## config.mk

```make
export PLATFORM = sky130hd
export DESIGN_NAME = dma_channel_irq_mask_status
export DESIGN_NICKNAME = d
export VERILOG_FILES = /design/src/design/irq_mask_pkg.sv /design/src/design/irq_flag_mask.sv /design/src/design/dma_channel_irq_mask_status.sv
export SDC_FILE = /design/constraint.sdc
export NUM_CORES = 1
export LEC_CHECK = 0
export BUFFER_PORTS_ARGS = -buffer_cell sky130_fd_sc_hd__clkbuf_2
export CORE_ASPECT_RATIO = 1.1
export CORE_MARGIN = 2
export CORE_UTILIZATION = 40
export CTS_BUF_LIST = sky130_fd_sc_hd__clkbuf_4 sky130_fd_sc_hd__clkbuf_8 sky130_fd_sc_hd__clkbuf_16
export CTS_CLUSTER_DIAMETER = 80
export DETAILED_ROUTE_END_ITERATION = 7
export PLACE_DENSITY = 0.69
export SYNTH_ARGS = -nofsm -noshare
export SYNTH_HDL_FRONTEND = slang
export SYNTH_SLANG_ARGS = --single-unit
export TNS_END_PERCENT = 50
```

## constraint.sdc

```tcl
create_clock -name clk -period 3.15 [get_ports clk]
set_clock_uncertainty 0.15 [all_clocks]
set_input_delay 0.63 -clock clk [delete_from_list [all_inputs] [get_ports clk]]
set_output_delay 0.63 -clock clk [all_outputs]
set_load 0.02 [all_outputs]
```

## src/design/irq_mask_pkg.sv

```systemverilog
// Package: register map, field layout and shared types for the DMA irq block
// Functional notes
// RQ1 - One written to set bits 15..8 enables tx threshold interrupt.
// RQ2 - One written to set bits 7..0 enables tx pending interrupt.
// RQ3 - One written to a clear bit disables that interrupt, same layout.
// RQ4 - Both enable registers read current enables; all enables zero after reset.
// RQ5 - Read-only 32-bit input vector reflects the DMA interrupt inputs.
// RQ6 - Read/write 5-bit end-of-interrupt vector field in low bits.
// RQ7 - Rx raw status: threshold flag at bit 8+n, pending at bit n.
// RQ8 - Rx masked status: flags after masking, same bits, zero after reset.
// RQ9 - Tx raw status: threshold flags bits 15..8, pending flags bits 7..0.
// RQ10 - Masked bit is raw AND enable; irq while any masked bit set.
// RQ11 - Zero writes leave enables; reserved bits ignored, read zero. The rx enable at RX_EN_OFS is written whole, so zero bits clear rx enables.
package irq_mask_pkg;

  localparam int ADDR_W = 8;
  localparam int DATA_W = 32;
  localparam int CHAN_N = 8;

  localparam logic [ADDR_W-1:0] TX_STAT_RAW_OFS  = 8'h80;
  localparam logic [ADDR_W-1:0] TX_STAT_MASK_OFS = 8'h84;
  localparam logic [ADDR_W-1:0] TX_EN_SET_OFS    = 8'h88;
  localparam logic [ADDR_W-1:0] TX_EN_CLR_OFS    = 8'h8c;
  localparam logic [ADDR_W-1:0] IN_VECTOR_OFS    = 8'h90;
  localparam logic [ADDR_W-1:0] END_VECTOR_OFS   = 8'h94;
  localparam logic [ADDR_W-1:0] RX_STAT_RAW_OFS  = 8'ha0;
  localparam logic [ADDR_W-1:0] RX_STAT_MASK_OFS = 8'ha4;
  localparam logic [ADDR_W-1:0] RX_EN_OFS        = 8'ha8;

  localparam int THRESH_LSB = 8;
  localparam int PEND_LSB   = 0;
  localparam int END_VEC_W  = 5;

  localparam logic [15:0]          EN_RESET      = 16'h0000;
  localparam logic [END_VEC_W-1:0] END_VEC_RESET = 5'h00;
  localparam logic [DATA_W-1:0]    UNMAPPED_DATA = 32'h0000_0000;

  typedef struct packed {
    logic [ADDR_W-1:0] addr;
    logic [DATA_W-1:0] wdata;
    logic              wr;
    logic              rd;
  } reg_req_t;

  // Threshold flags in the upper byte, pending flags in the lower byte
  typedef struct packed {
    logic [7:0] thresh;
    logic [7:0] pend;
  } chan_flags_t;

endpackage

```

## src/design/irq_flag_mask.sv

```systemverilog
// Masking of one direction's raw flags by its enable bits
`timescale 1ns/1ps
module irq_flag_mask
  import irq_mask_pkg::*;
(
  // Inputs
  input  wire chan_flags_t raw,
  input  wire chan_flags_t enable,
  // Results
  output chan_flags_t      masked,
  output logic             any
);

  assign masked = raw & enable;  // [RQ10]
  assign any    = |masked;       // [RQ10]

endmodule

```

## src/design/dma_channel_irq_mask_status.sv

```systemverilog
// Per-channel DMA interrupt enables, raw and masked status registers
//
// The plain strobed port and the address map are this design's own decisions.
`timescale 1ns/1ps
module dma_channel_irq_mask_status
  import irq_mask_pkg::*;
#(
  parameter int CHANNELS = CHAN_N
)
(
  // Clock and control
  input  wire logic              clk,
  input  wire logic              nrst,
  input  wire logic              ce,
  // Register port
  input  wire reg_req_t          req,
  output logic [DATA_W-1:0]      rdata,
  // Interrupt sources
  input  wire chan_flags_t       tx_raw,
  input  wire chan_flags_t       rx_raw,
  input  wire logic [DATA_W-1:0] dma_in_vector,
  // Interrupt outputs
  output logic                   irq,
  output logic [END_VEC_W-1:0]   end_vector,
  output logic                   end_vector_strobe
);

  if (CHANNELS != CHAN_N) begin : g_chk
    $error("CHANNELS must equal the fixed register layout width");
  end

  typedef struct packed {
    chan_flags_t              tx_en;
    chan_flags_t              rx_en;
    logic [END_VEC_W-1:0]     eoi;
    logic                     eoi_stb;
    chan_flags_t              rx_masked;
    logic                     irq;
    logic [DATA_W-1:0]        rdata;
  } state_t;

  state_t state_reg;
  state_t state_next;

  chan_flags_t tx_masked;
  chan_flags_t rx_masked_c;
  logic        tx_any;
  logic        rx_any;

  irq_flag_mask u_tx_mask (
    .raw    (tx_raw),
    .enable (state_reg.tx_en),
    .masked (tx_masked),
    .any    (tx_any)
  );

  irq_flag_mask u_rx_mask (
    .raw    (rx_raw),
    .enable (state_reg.rx_en),
    .masked (rx_masked_c),
    .any    (rx_any)
  );

  // Only the low sixteen bits hold flags; everything above reads zero
  function automatic logic [DATA_W-1:0] widen(input chan_flags_t f);
    widen = {16'h0000, f};  // [RQ11]
  endfunction

  always_comb begin
    state_next         = state_reg;
    state_next.eoi_stb = 1'b0;
    if (req.wr) begin
      unique case (req.addr)
        TX_EN_SET_OFS: begin
          // Thresholds in [15:8], pending in [7:0]
          state_next.tx_en = state_reg.tx_en | req.wdata[15:0];  // [RQ1] [RQ2] [RQ11]
        end
        TX_EN_CLR_OFS: begin
          state_next.tx_en = state_reg.tx_en & ~req.wdata[15:0];  // [RQ3] [RQ11]
        end
        RX_EN_OFS: begin
          state_next.rx_en = req.wdata[15:0];
        end
        END_VECTOR_OFS: begin
          state_next.eoi     = req.wdata[END_VEC_W-1:0];  // [RQ6]
          state_next.eoi_stb = 1'b1;
        end
        default: begin
        end
      endcase
    end
    // Registered copy of the rx masked flags; the status read at RX_STAT_MASK_OFS uses unregistered rx_masked_c
    state_next.rx_masked = rx_masked_c;  // [RQ8]
    state_next.irq       = tx_any | rx_any;  // [RQ10]
    state_next.rdata     = UNMAPPED_DATA;
    if (req.rd) begin
      unique case (req.addr)
        TX_STAT_RAW_OFS:  state_next.rdata = widen(tx_raw);  // [RQ9]
        TX_STAT_MASK_OFS: state_next.rdata = widen(tx_masked);
        TX_EN_SET_OFS:    state_next.rdata = widen(state_reg.tx_en);  // [RQ4]
        TX_EN_CLR_OFS:    state_next.rdata = widen(state_reg.tx_en);  // [RQ4]
        IN_VECTOR_OFS:    state_next.rdata = dma_in_vector;  // [RQ5]
        END_VECTOR_OFS: begin
          state_next.rdata = {27'h0000000, state_reg.eoi};  // [RQ6]
        end
        RX_STAT_RAW_OFS:  state_next.rdata = widen(rx_raw);  // [RQ7]
        RX_STAT_MASK_OFS: state_next.rdata = widen(rx_masked_c);  // [RQ8]
        RX_EN_OFS:        state_next.rdata = widen(state_reg.rx_en);
        default:          state_next.rdata = UNMAPPED_DATA;
      endcase
    end
  end

  always_ff @(posedge clk) begin
    if (!nrst) begin
      state_reg.tx_en     <= EN_RESET;  // [RQ4]
      state_reg.rx_en     <= EN_RESET;
      state_reg.eoi       <= END_VEC_RESET;
      state_reg.eoi_stb   <= 1'b0;
      state_reg.rx_masked <= EN_RESET;  // [RQ8]
      state_reg.irq       <= 1'b0;
      state_reg.rdata     <= UNMAPPED_DATA;
    end else if (ce) begin
      state_reg <= state_next;
    end
  end

  assign rdata             = state_reg.rdata;
  assign irq               = state_reg.irq;
  assign end_vector        = state_reg.eoi;
  assign end_vector_strobe = state_reg.eoi_stb;

endmodule

```

* Yosys cells after proc, flatten, opt, wreduce, memory -nomap -nowiden
Index checks and enable logic that the tools add are counted.
** Word-level totals
- Logic and storage cells :: 35
- Input bits :: 109
- Register bits after elaboration :: 71
- Output and inout bits :: 39
** Cells by class
- Bitwise logic cells :: 6
- Muxes and demuxes :: 5
- Eq/ne operators :: 9
- Reductions and logical operators :: 7
** Operators by type and width (count)
- $pmux W32 S8 :: 1
- $eq A8 B8 Y1 const B :: 9
- $and A16 B16 Y16 :: 3
- $mux W32 :: 1
- $pmux W16 S2 :: 1
- $reduce_or A16 Y1 :: 2
- $not A16 Y16 :: 1
- $or A16 B16 Y16 :: 1
- $reduce_and A3 Y1 :: 3
- $mux W1 :: 2
- $reduce_bool A2 Y1 :: 1
- $reduce_or A2 Y1 :: 1
- $or A1 B1 Y1 :: 1

* Logic depth before layout (Yosys ltp)
Gate-level depths: netlist of run 1.
- Depth in word-level cells :: 4
- Gate-level depth with buffers :: 8
- Gate-level depth less buffers :: 5

* Modules after synthesis
From an unflattened synthesis of run 1, not the netlist that was laid out.
** Unflattened totals
- Cells, all modules :: 491
- Area total of the unflattened synthesis :: 4505.6 µm²
** Modules (own cells, without submodules)
- dma_channel_irq_mask_status :: sequential area each 1421.4 µm², area each 4225.3 µm², instances 1, cells each 449
- irq_flag_mask :: sequential area each 0.0 µm², area each 140.1 µm², instances 2, cells each 21

* Least setup slack after synthesis of run 1
No wires, ideal clock.
- Kind :: input to register
- From :: input port req[39] in the netlist's numbering
- To :: register (tool-made name)
- Arrival time :: 1.987 ns
- Setup time :: 0.089 ns
- Setup slack :: 0.924 ns
- Path buffers :: 2
- Stages :: 7
- Data required time :: 2.911 ns
- Cells stage by stage :: buf_2 nor4b_4 nand2_2 nor2_4 buf_6 a21oi_2 a311oi_2
** RTL lines
- from (decl) :: RTL line dma_channel_irq_mask_status.sv:16 : input wire reg_req_t req,

* Final worst setup path of run 1
- From :: input port req[37] in the netlist's numbering
- To :: register, netlist name rdata[3]
** Between the ends
- Word-level cells in the longest chain between the ends :: 4
- Elaborated cells on any way between the ends :: 12
- Those cells by class :: eq/ne (9); mux (2); reduce/logical (1)
** RTL lines
- $eq A8 B8 Y1 :: RTL line dma_channel_irq_mask_status.sv:97 : unique case (req.addr)
- $reduce_or A2 Y1 (no source line)
- $pmux W32 S8 (*) :: RTL line dma_channel_irq_mask_status.sv:97
- $mux W32 (*) :: RTL line dma_channel_irq_mask_status.sv:96 : if (req.rd) begin
Every way passes the cells marked *; elsewhere a longest branch is shown, timed or not.
A chain may end at the register's enable or synchronous reset.

==> results of run 1 <==
## synthesized netlist by cell type, types with 6 or more instances
cell type   n
a2111oi_0   6
a21oi_1    51
a21oi_2    10
a22oi_1    39
a311oi_2   14
buf_2      11
buf_4      37
clkbuf_1   17
dfxtp_1    71
mux2i_1    13
nand2_1    62
nand3_1     6
nor2_1     42
nor2b_1     7
nor3b_1    10
o21ai_0    19
o22ai_1     6
## layer usage
layer / routed length, um / GRT usage
met3: 905 / 0.0401
met4: 299 / 0.0959
met1: 5810 / 0.317
met2: 6230 / 0.371
met5: 0 / 0
## worst max-delay path by stage
stage,from,to,depth (start not counted)
2_1_floorplan,req[39],flip-flop,7
3_3_place_gp,req[37],rdata[3],6
3_5_place_dp,req[37],rdata[3],6
4_1_cts,req[37],rdata[3],6
5_1_grt,req[36],rdata[13],6
6_report,req[37],rdata[3],6
## where the power goes
| group | total, W | leakage [nW] | internal (W) | switching, W |
|---|---|---|---|---|
| sequential | 0.000899 | 0.572 | 0.000898 | 0.000000883 |
| combinational | 0.000216 | 1.14 | 0.0000832 | 0.000133 |
| clock | 0.000768 | 0.0980 | 0.000407 | 0.000361 |
## cell families (layout without fill, tap and decap cells)
kind of cell,Yosys count,after routing,synth area share
AO/OA/AOI/OAI,172,172,0.311
AND/OR/NAND/NOR,154,154,0.189
buffers and inverters,75,168,0.112
flip-flops,71,71,0.350
multiplexers,15,15,0.0375
## placed cells by master (no fill, tap or decap), drive strengths merged, types with 2 or more instances in the layout
master and instances:
a2111oi 7, a211oi 2, a21o 5, a21oi 61, a221oi 3, a22o 2
a22oi 39, a311oi 17, a32oi 3, buf 18, clkbuf 142, clkinvlp 2
dfxtp 71, inv 5, mux2 2, mux2i 13, nand2 63, nand3 6
nand4 5, nor2 44, nor2b 7, nor3 5, nor3b 11, nor4b 2
o21ai 19, o22ai 6, o32ai 3
## critical path, cell delays in order
cell and delay [ns]:
clkbuf_2 0.28, mux2_2 0.38, a22oi_1 0.19, nor4b_1 0.08, a2111oi_0 0.71, o21ai_0 0.15
## area by class of cell
cell class,count,share of cell area
timing repair buffer,149,0.170
multi-input combinational,341,0.456
clock buffer,11,0.0316
sequential,71,0.296
clock inverter,4,0.0112
inverter,4,0.00313
tap,120,0.0313
## metrics by stage
step | power (W) | cells | utilization
after floorplan | 0.00102 | 487 | -
after global placement | 0.00113 | 685 | 0.464
after detailed placement | 0.00113 | 685 | 0.464
after CTS | 0.00189 | 700 | 0.485
after global routing | 0.00195 | 700 | 0.485
final | 0.00188 | 700 | 0.485
==> results.sh, run 1 <==
export IMPL_crit_path_start_kind="input pin"
export IMPL_fill_cells=992
export IMPL_multiInputGateArea_um2=2190
export IMPL_status="complete, no violations"
export IMPL_n_antenna_cell=0
export IMPL_register_area_um2=1420
export IMPL_rr_worst_depth=5
export IMPL_gr_total_overflow=0
export IMPL_cp_end_kind="flip-flop"
export IMPL_route_detailed_drc=0
export IMPL_rr_endpoint="rdata[3]"
export IMPL_avgRoutedWirePerCell_um=18.9
export IMPL_post_cts_buffers=0
export IMPL_grt_pass1_wl_mm=19.7
export IMPL_ant_nets=0
export IMPL_slew_viol_final=0
export IMPL_dpl_worst_slack_ns=0.552
export IMPL_grt_max_degree=55
export IMPL_max_cap_viol_count=0
export IMPL_dr_pass1_iters=7
export IMPL_synth_cell_types=55
export IMPL_crit_arrival_ns=2.43
export IMPL_setup_ws_ns=0.790
export IMPL_layout_min_cycle_time_ns=2.36
export IMPL_die_width_um=100
export IMPL_rrSetupSlack_ns=1.14
export IMPL_cts_buffer_depth=2
export IMPL_synthTopCellsByArea="dfxtp_1 (35%), a22oi_1 (7.2%), buf_4 (6.8%), a21oi_1 (6.3%), nand2_1 (5.7%)"
export IMPL_io_pins=148
export IMPL_tns_ns=0
export IMPL_start_util=0.411
export IMPL_cts_made_buffers=9
export IMPL_routed_wl_mm=13.2
export IMPL_synth_cells=487
export IMPL_async_flop_share=0
export IMPL_fin_crit_sh=0.749
export IMPL_leakage_nw=1.81
export IMPL_drt_iter0_drc=360
export IMPL_yosysTopAreaCell="dfxtp_1"
export IMPL_num_vias=4113
export IMPL_hold_class="reg2reg"
export IMPL_postLayoutCellArea_um2=4790
export IMPL_via_per_inst=5.88
export IMPL_holdPathEnd="rdata[4]"
export IMPL_r2r_start="state_reg[58]"
export IMPL_clkSlewWorstSetupHoldPaths_ns=0.08
export IMPL_grt_usage=0.235
export IMPL_whs_path_depth=2
export IMPL_syn_area_per_cell_um2=8.35
export IMPL_hold_slack_ns=0.293
export IMPL_synthFlopType="dfxtp_1"
export IMPL_routabilityCongestion=0.940
export IMPL_final_nets=685
export IMPL_ctsHoldBuffers=0
export IMPL_yosysTopAreaCellShare=0.350
export IMPL_grt_pass1_vias=3636
export IMPL_crit_type="in2reg"
export IMPL_htreeDepth=3
export IMPL_die_h_um=110
export IMPL_synth_nets=596
export IMPL_worstSkewPairLatency_ns=0.36
export IMPL_cts_resized=0
export IMPL_max_clock_freq_mhz=424
export IMPL_p_per_area_nw_per_um2=393
export IMPL_min_from="rdata[4]"
export IMPL_vdd_drop_max_v=0.000162
export IMPL_cp_data_required_time_ns=3.22
export IMPL_dieArea_um2=11000
export IMPL_fp_coreArea_um2=9890
export IMPL_cts_root_buf="clkbuf_8"
export IMPL_layout_drive_gt1_share=0.348
export IMPL_synth_edf_count=0
export IMPL_hold_viol_final=0
export IMPL_cts_tree="done"
export IMPL_worst_pin_slew_ns=1.02
export IMPL_setup_viol=0
export IMPL_cts_sinks=71
export IMPL_syn_area_um2=4070
export IMPL_placed_area_um2=4590
export IMPL_ys_warn_count=0
export IMPL_rsz0062_at_grt="no"
export IMPL_rows=38
export IMPL_ys_seq_area_frac=0.350
export IMPL_dp_hpwl_mm=10.2
export IMPL_max_slew_margin_rel=0.320
export IMPL_antenna_found_initial=0
export IMPL_path_max_fanout=14
export IMPL_io_buffers=131
export IMPL_area_growth_pct=17.9
export IMPL_synth_ff_latch_count=71
No activity file was read; power rests on OpenSTA's default activity.
==> run 2: changes to the inputs <==
- ABC_AREA: default -> 1
- PLACE_DENSITY: 0.69 -> 0.68
- clock period: 3.15 -> 2.5 ns (I/O delays scaled with it)
==> run 2 against run 1 <==
Effect of this change: sequential share of layout area decreased by 1.4 points; routed wire length decreased by 8.1%; clock-buffer cell count decreased by 2; combinational power decreased by 5%; largest cell class unchanged.
==> results.sh, run 2 <==
export IMPL_route_detailed_drc=0
export IMPL_rr_worst_depth=8
export IMPL_status="complete, no violations"
export IMPL_n_antenna_cell=0
export IMPL_whs_path_depth=2
export IMPL_layout_common_cells="nand2_1 (163), clkbuf_2 (131), nand3_1 (90)"
export IMPL_post_cts_buffers=0
export IMPL_crit_family="simple AND/OR/NAND/NOR gates"
export IMPL_synth_most_common_cell="nand2_1"
export IMPL_grt_pass1_wl_mm=19.2
export IMPL_avgRoutedWirePerCell_um=13.7
export IMPL_drt_iter0_drc=284
export IMPL_io_buffers=131
export IMPL_yosysTopAreaCellShare=0.337
export IMPL_fin_crit_sh=0.805
export IMPL_layout_drive_gt1_share=0.236
export IMPL_leakage_nw=2.37
export IMPL_final_core_utilization=0.486
export IMPL_synthAdderAreaFrac=0
export IMPL_die_h_um=112
export IMPL_dp_hpwl_mm=9.44
export IMPL_p_sw_frac=0.234
export IMPL_rsz0062_at_grt="no"
export IMPL_fill_cells=1123
export IMPL_synthMuxAreaShare=0
export IMPL_tns_ns=0
export IMPL_max_slew_margin_rel=0.345
export IMPL_crit_arrival_ns=2.09
export IMPL_cpPeakStageDelay_ns=0.27
export IMPL_routed_wl_mm=12.2
export IMPL_synth_cell_types=23
export IMPL_cp_end_kind="flip-flop"
export IMPL_die_width_um=102
export IMPL_seq_power_share=0.440
export IMPL_hold_viol_final=0
export IMPL_dr_pass1_iters=5
export IMPL_ys_seq_area_frac=0.337
export IMPL_final_nets=850
export IMPL_max_clock_freq_mhz=497
export IMPL_synth_xor_area_share=0
export IMPL_clkSlewWorstSetupHoldPaths_ns=0.06
export IMPL_synth_nets=763
export IMPL_htreeDepth=3
export IMPL_path_common_cell="nand2_1"
export IMPL_path_cells="clkbuf_2 > inv_1 > nand2_1 > nor2_4 > buf_4 > nand2_1 > o21ai_0 > nor2_1 > nand2_1 > nand2_1 > a21oi_1"
export IMPL_gr_total_overflow=0
export IMPL_vdd_drop_max_v=0.000234
export IMPL_final_common_cell="nand2_1"
export IMPL_p_per_area_nw_per_um2=513
export IMPL_worst_pin_slew_ns=0.977
export IMPL_synth_common_cells="nand2_1 (163), nand3_1 (90), dfxtp_1 (71)"
export IMPL_grt_max_degree=38
export IMPL_synth_compound_area_frac=0.173
export IMPL_routabilityCongestion=0.882
export IMPL_dieArea_um2=11400
export IMPL_ctsHoldBuffers=0
export IMPL_path_max_fanout=10
export IMPL_grt_usage=0.214
export IMPL_synthFlopType="dfxtp_1"
export IMPL_crit_path_start_kind="input pin"
export IMPL_synth_cells=654
export IMPL_synth_top_family_by_area="simple AND/OR/NAND/NOR gates"
export IMPL_worstSkewPairLatency_ns=0.33
export IMPL_synth_simple_area_share=0.343
export IMPL_grt_pass1_vias=3982
export IMPL_cts_sinks=71
export IMPL_cts_buffer_depth=2
export IMPL_hold_class="in2reg"
export IMPL_ys_warn_count=0
export IMPL_layout_min_cycle_time_ns=2.01
export IMPL_fp_coreArea_um2=10300
export IMPL_synth_ff_latch_count=71
export IMPL_cts_tree="done"
export IMPL_rows=39
export IMPL_yosysTopAreaCell="dfxtp_1"
export IMPL_max_cap_viol_count=0
export IMPL_synthTopCellsByArea="dfxtp_1 (34%), nand2_1 (15%), nand3_1 (11%), buf_4 (7.3%), a21oi_1 (6.8%)"
export IMPL_hold_slack_ns=0.223
export IMPL_num_vias=4444
export IMPL_crit_type="in2reg"
export IMPL_synth_edf_count=0
export IMPL_cp_depth=11
export IMPL_cp_slowest_cell="o21ai_0"
export IMPL_antenna_found_initial=0
export IMPL_syn_area_um2=4210
export IMPL_path_buf_inv=3
export IMPL_cts_made_buffers=9
export IMPL_cts_root_buf="clkbuf_16"
export IMPL_cts_resized=0
export IMPL_ant_nets=0
export IMPL_slew_viol_final=0
export IMPL_area_growth_pct=19.4
export IMPL_via_per_inst=5.00
export IMPL_clkPwrFrac=0.480
export IMPL_combPwrFrac=0.080
export IMPL_switchingPower_w=0.000605
export IMPL_setup_viol=0
export IMPL_start_util=0.407
export IMPL_async_flop_share=0
export IMPL_io_pins=148
export IMPL_syn_area_per_cell_um2=6.44
export IMPL_power_internal_w=0.00197
export IMPL_cp_data_required_time_ns=2.58
## run 2: cell types whose count changed in the layout (fill, tap and decap cells not counted), moves of 9 or more
cell       change
inv_1         +38
nand3b_1      +11
clkbuf_8      -11
nand3_1       +84
nand2_1      +101
a311oi_2      -14
o21ai_0       +31
mux2i_1       -13
a21oi_2       -10
nor2_1        +10
nor3b_1       -10
clkbuf_16      +9
a22oi_1       -39
a31oi_1       +12
## run 2: logic make-up after synthesis
| group | count (synthesis) |
|---|---|
| flip-flops | 71 |
| buffers and inverters | 118 |
| AO/OA/AOI/OAI | 134 |
| AND/OR/NAND/NOR | 331 |
## run 2: layout make-up
class | count | area (um2) | area share
sequential | 71 | 1420 | 0.283
multi-input combinational | 465 | 2180 | 0.433
tap | 143 | 179 | 0.0356
timing repair buffer | 150 | 798 | 0.159
clock buffer | 9 | 225 | 0.0448
clock inverter | 7 | 63.8 | 0.0127
inverter | 44 | 165 | 0.0328
## run 2: worst paths after layout
check,startpoint,slack (ns),end
worst min-delay path,req[12],0.22,flip-flop
worst min register to register,rdata[2],0.31,rdata[2]
worst max register to register,flip-flop,1.20,irq
worst max-delay path,req[37],0.49,rdata[14]
## run 2: stage by stage
step           std cells  cell area (um2)  worst slack (ns)  power [W]
2_1_floorplan        654             4210             0.705    0.00124
4_1_cts              889             5030             0.538    0.00261
6_report             889             5030             0.489    0.00258
3_5_place_dp         873             4740             0.196    0.00136
3_3_place_gp         873             4740             0.226    0.00136
5_1_grt              889             5030             0.249    0.00268
## run 2: power by group through the flow
stage               clock (W)  combinational [W]  sequential (W)
CTS                   0.00127           0.000205         0.00113
floorplan                   0          0.0000815         0.00116
global placement            0           0.000202         0.00116
detailed placement          0           0.000204         0.00116
global route          0.00132           0.000228         0.00113
finish                0.00124           0.000206         0.00113
## run 2: layer usage
metal  vias to the layer above  wire, um  track usage
met5                         -         0            0
met4                         0       234       0.0720
met3                        14       773       0.0421
li1                       2303         -            -
met2                       160      5320        0.335
met1                      1967      5840        0.294
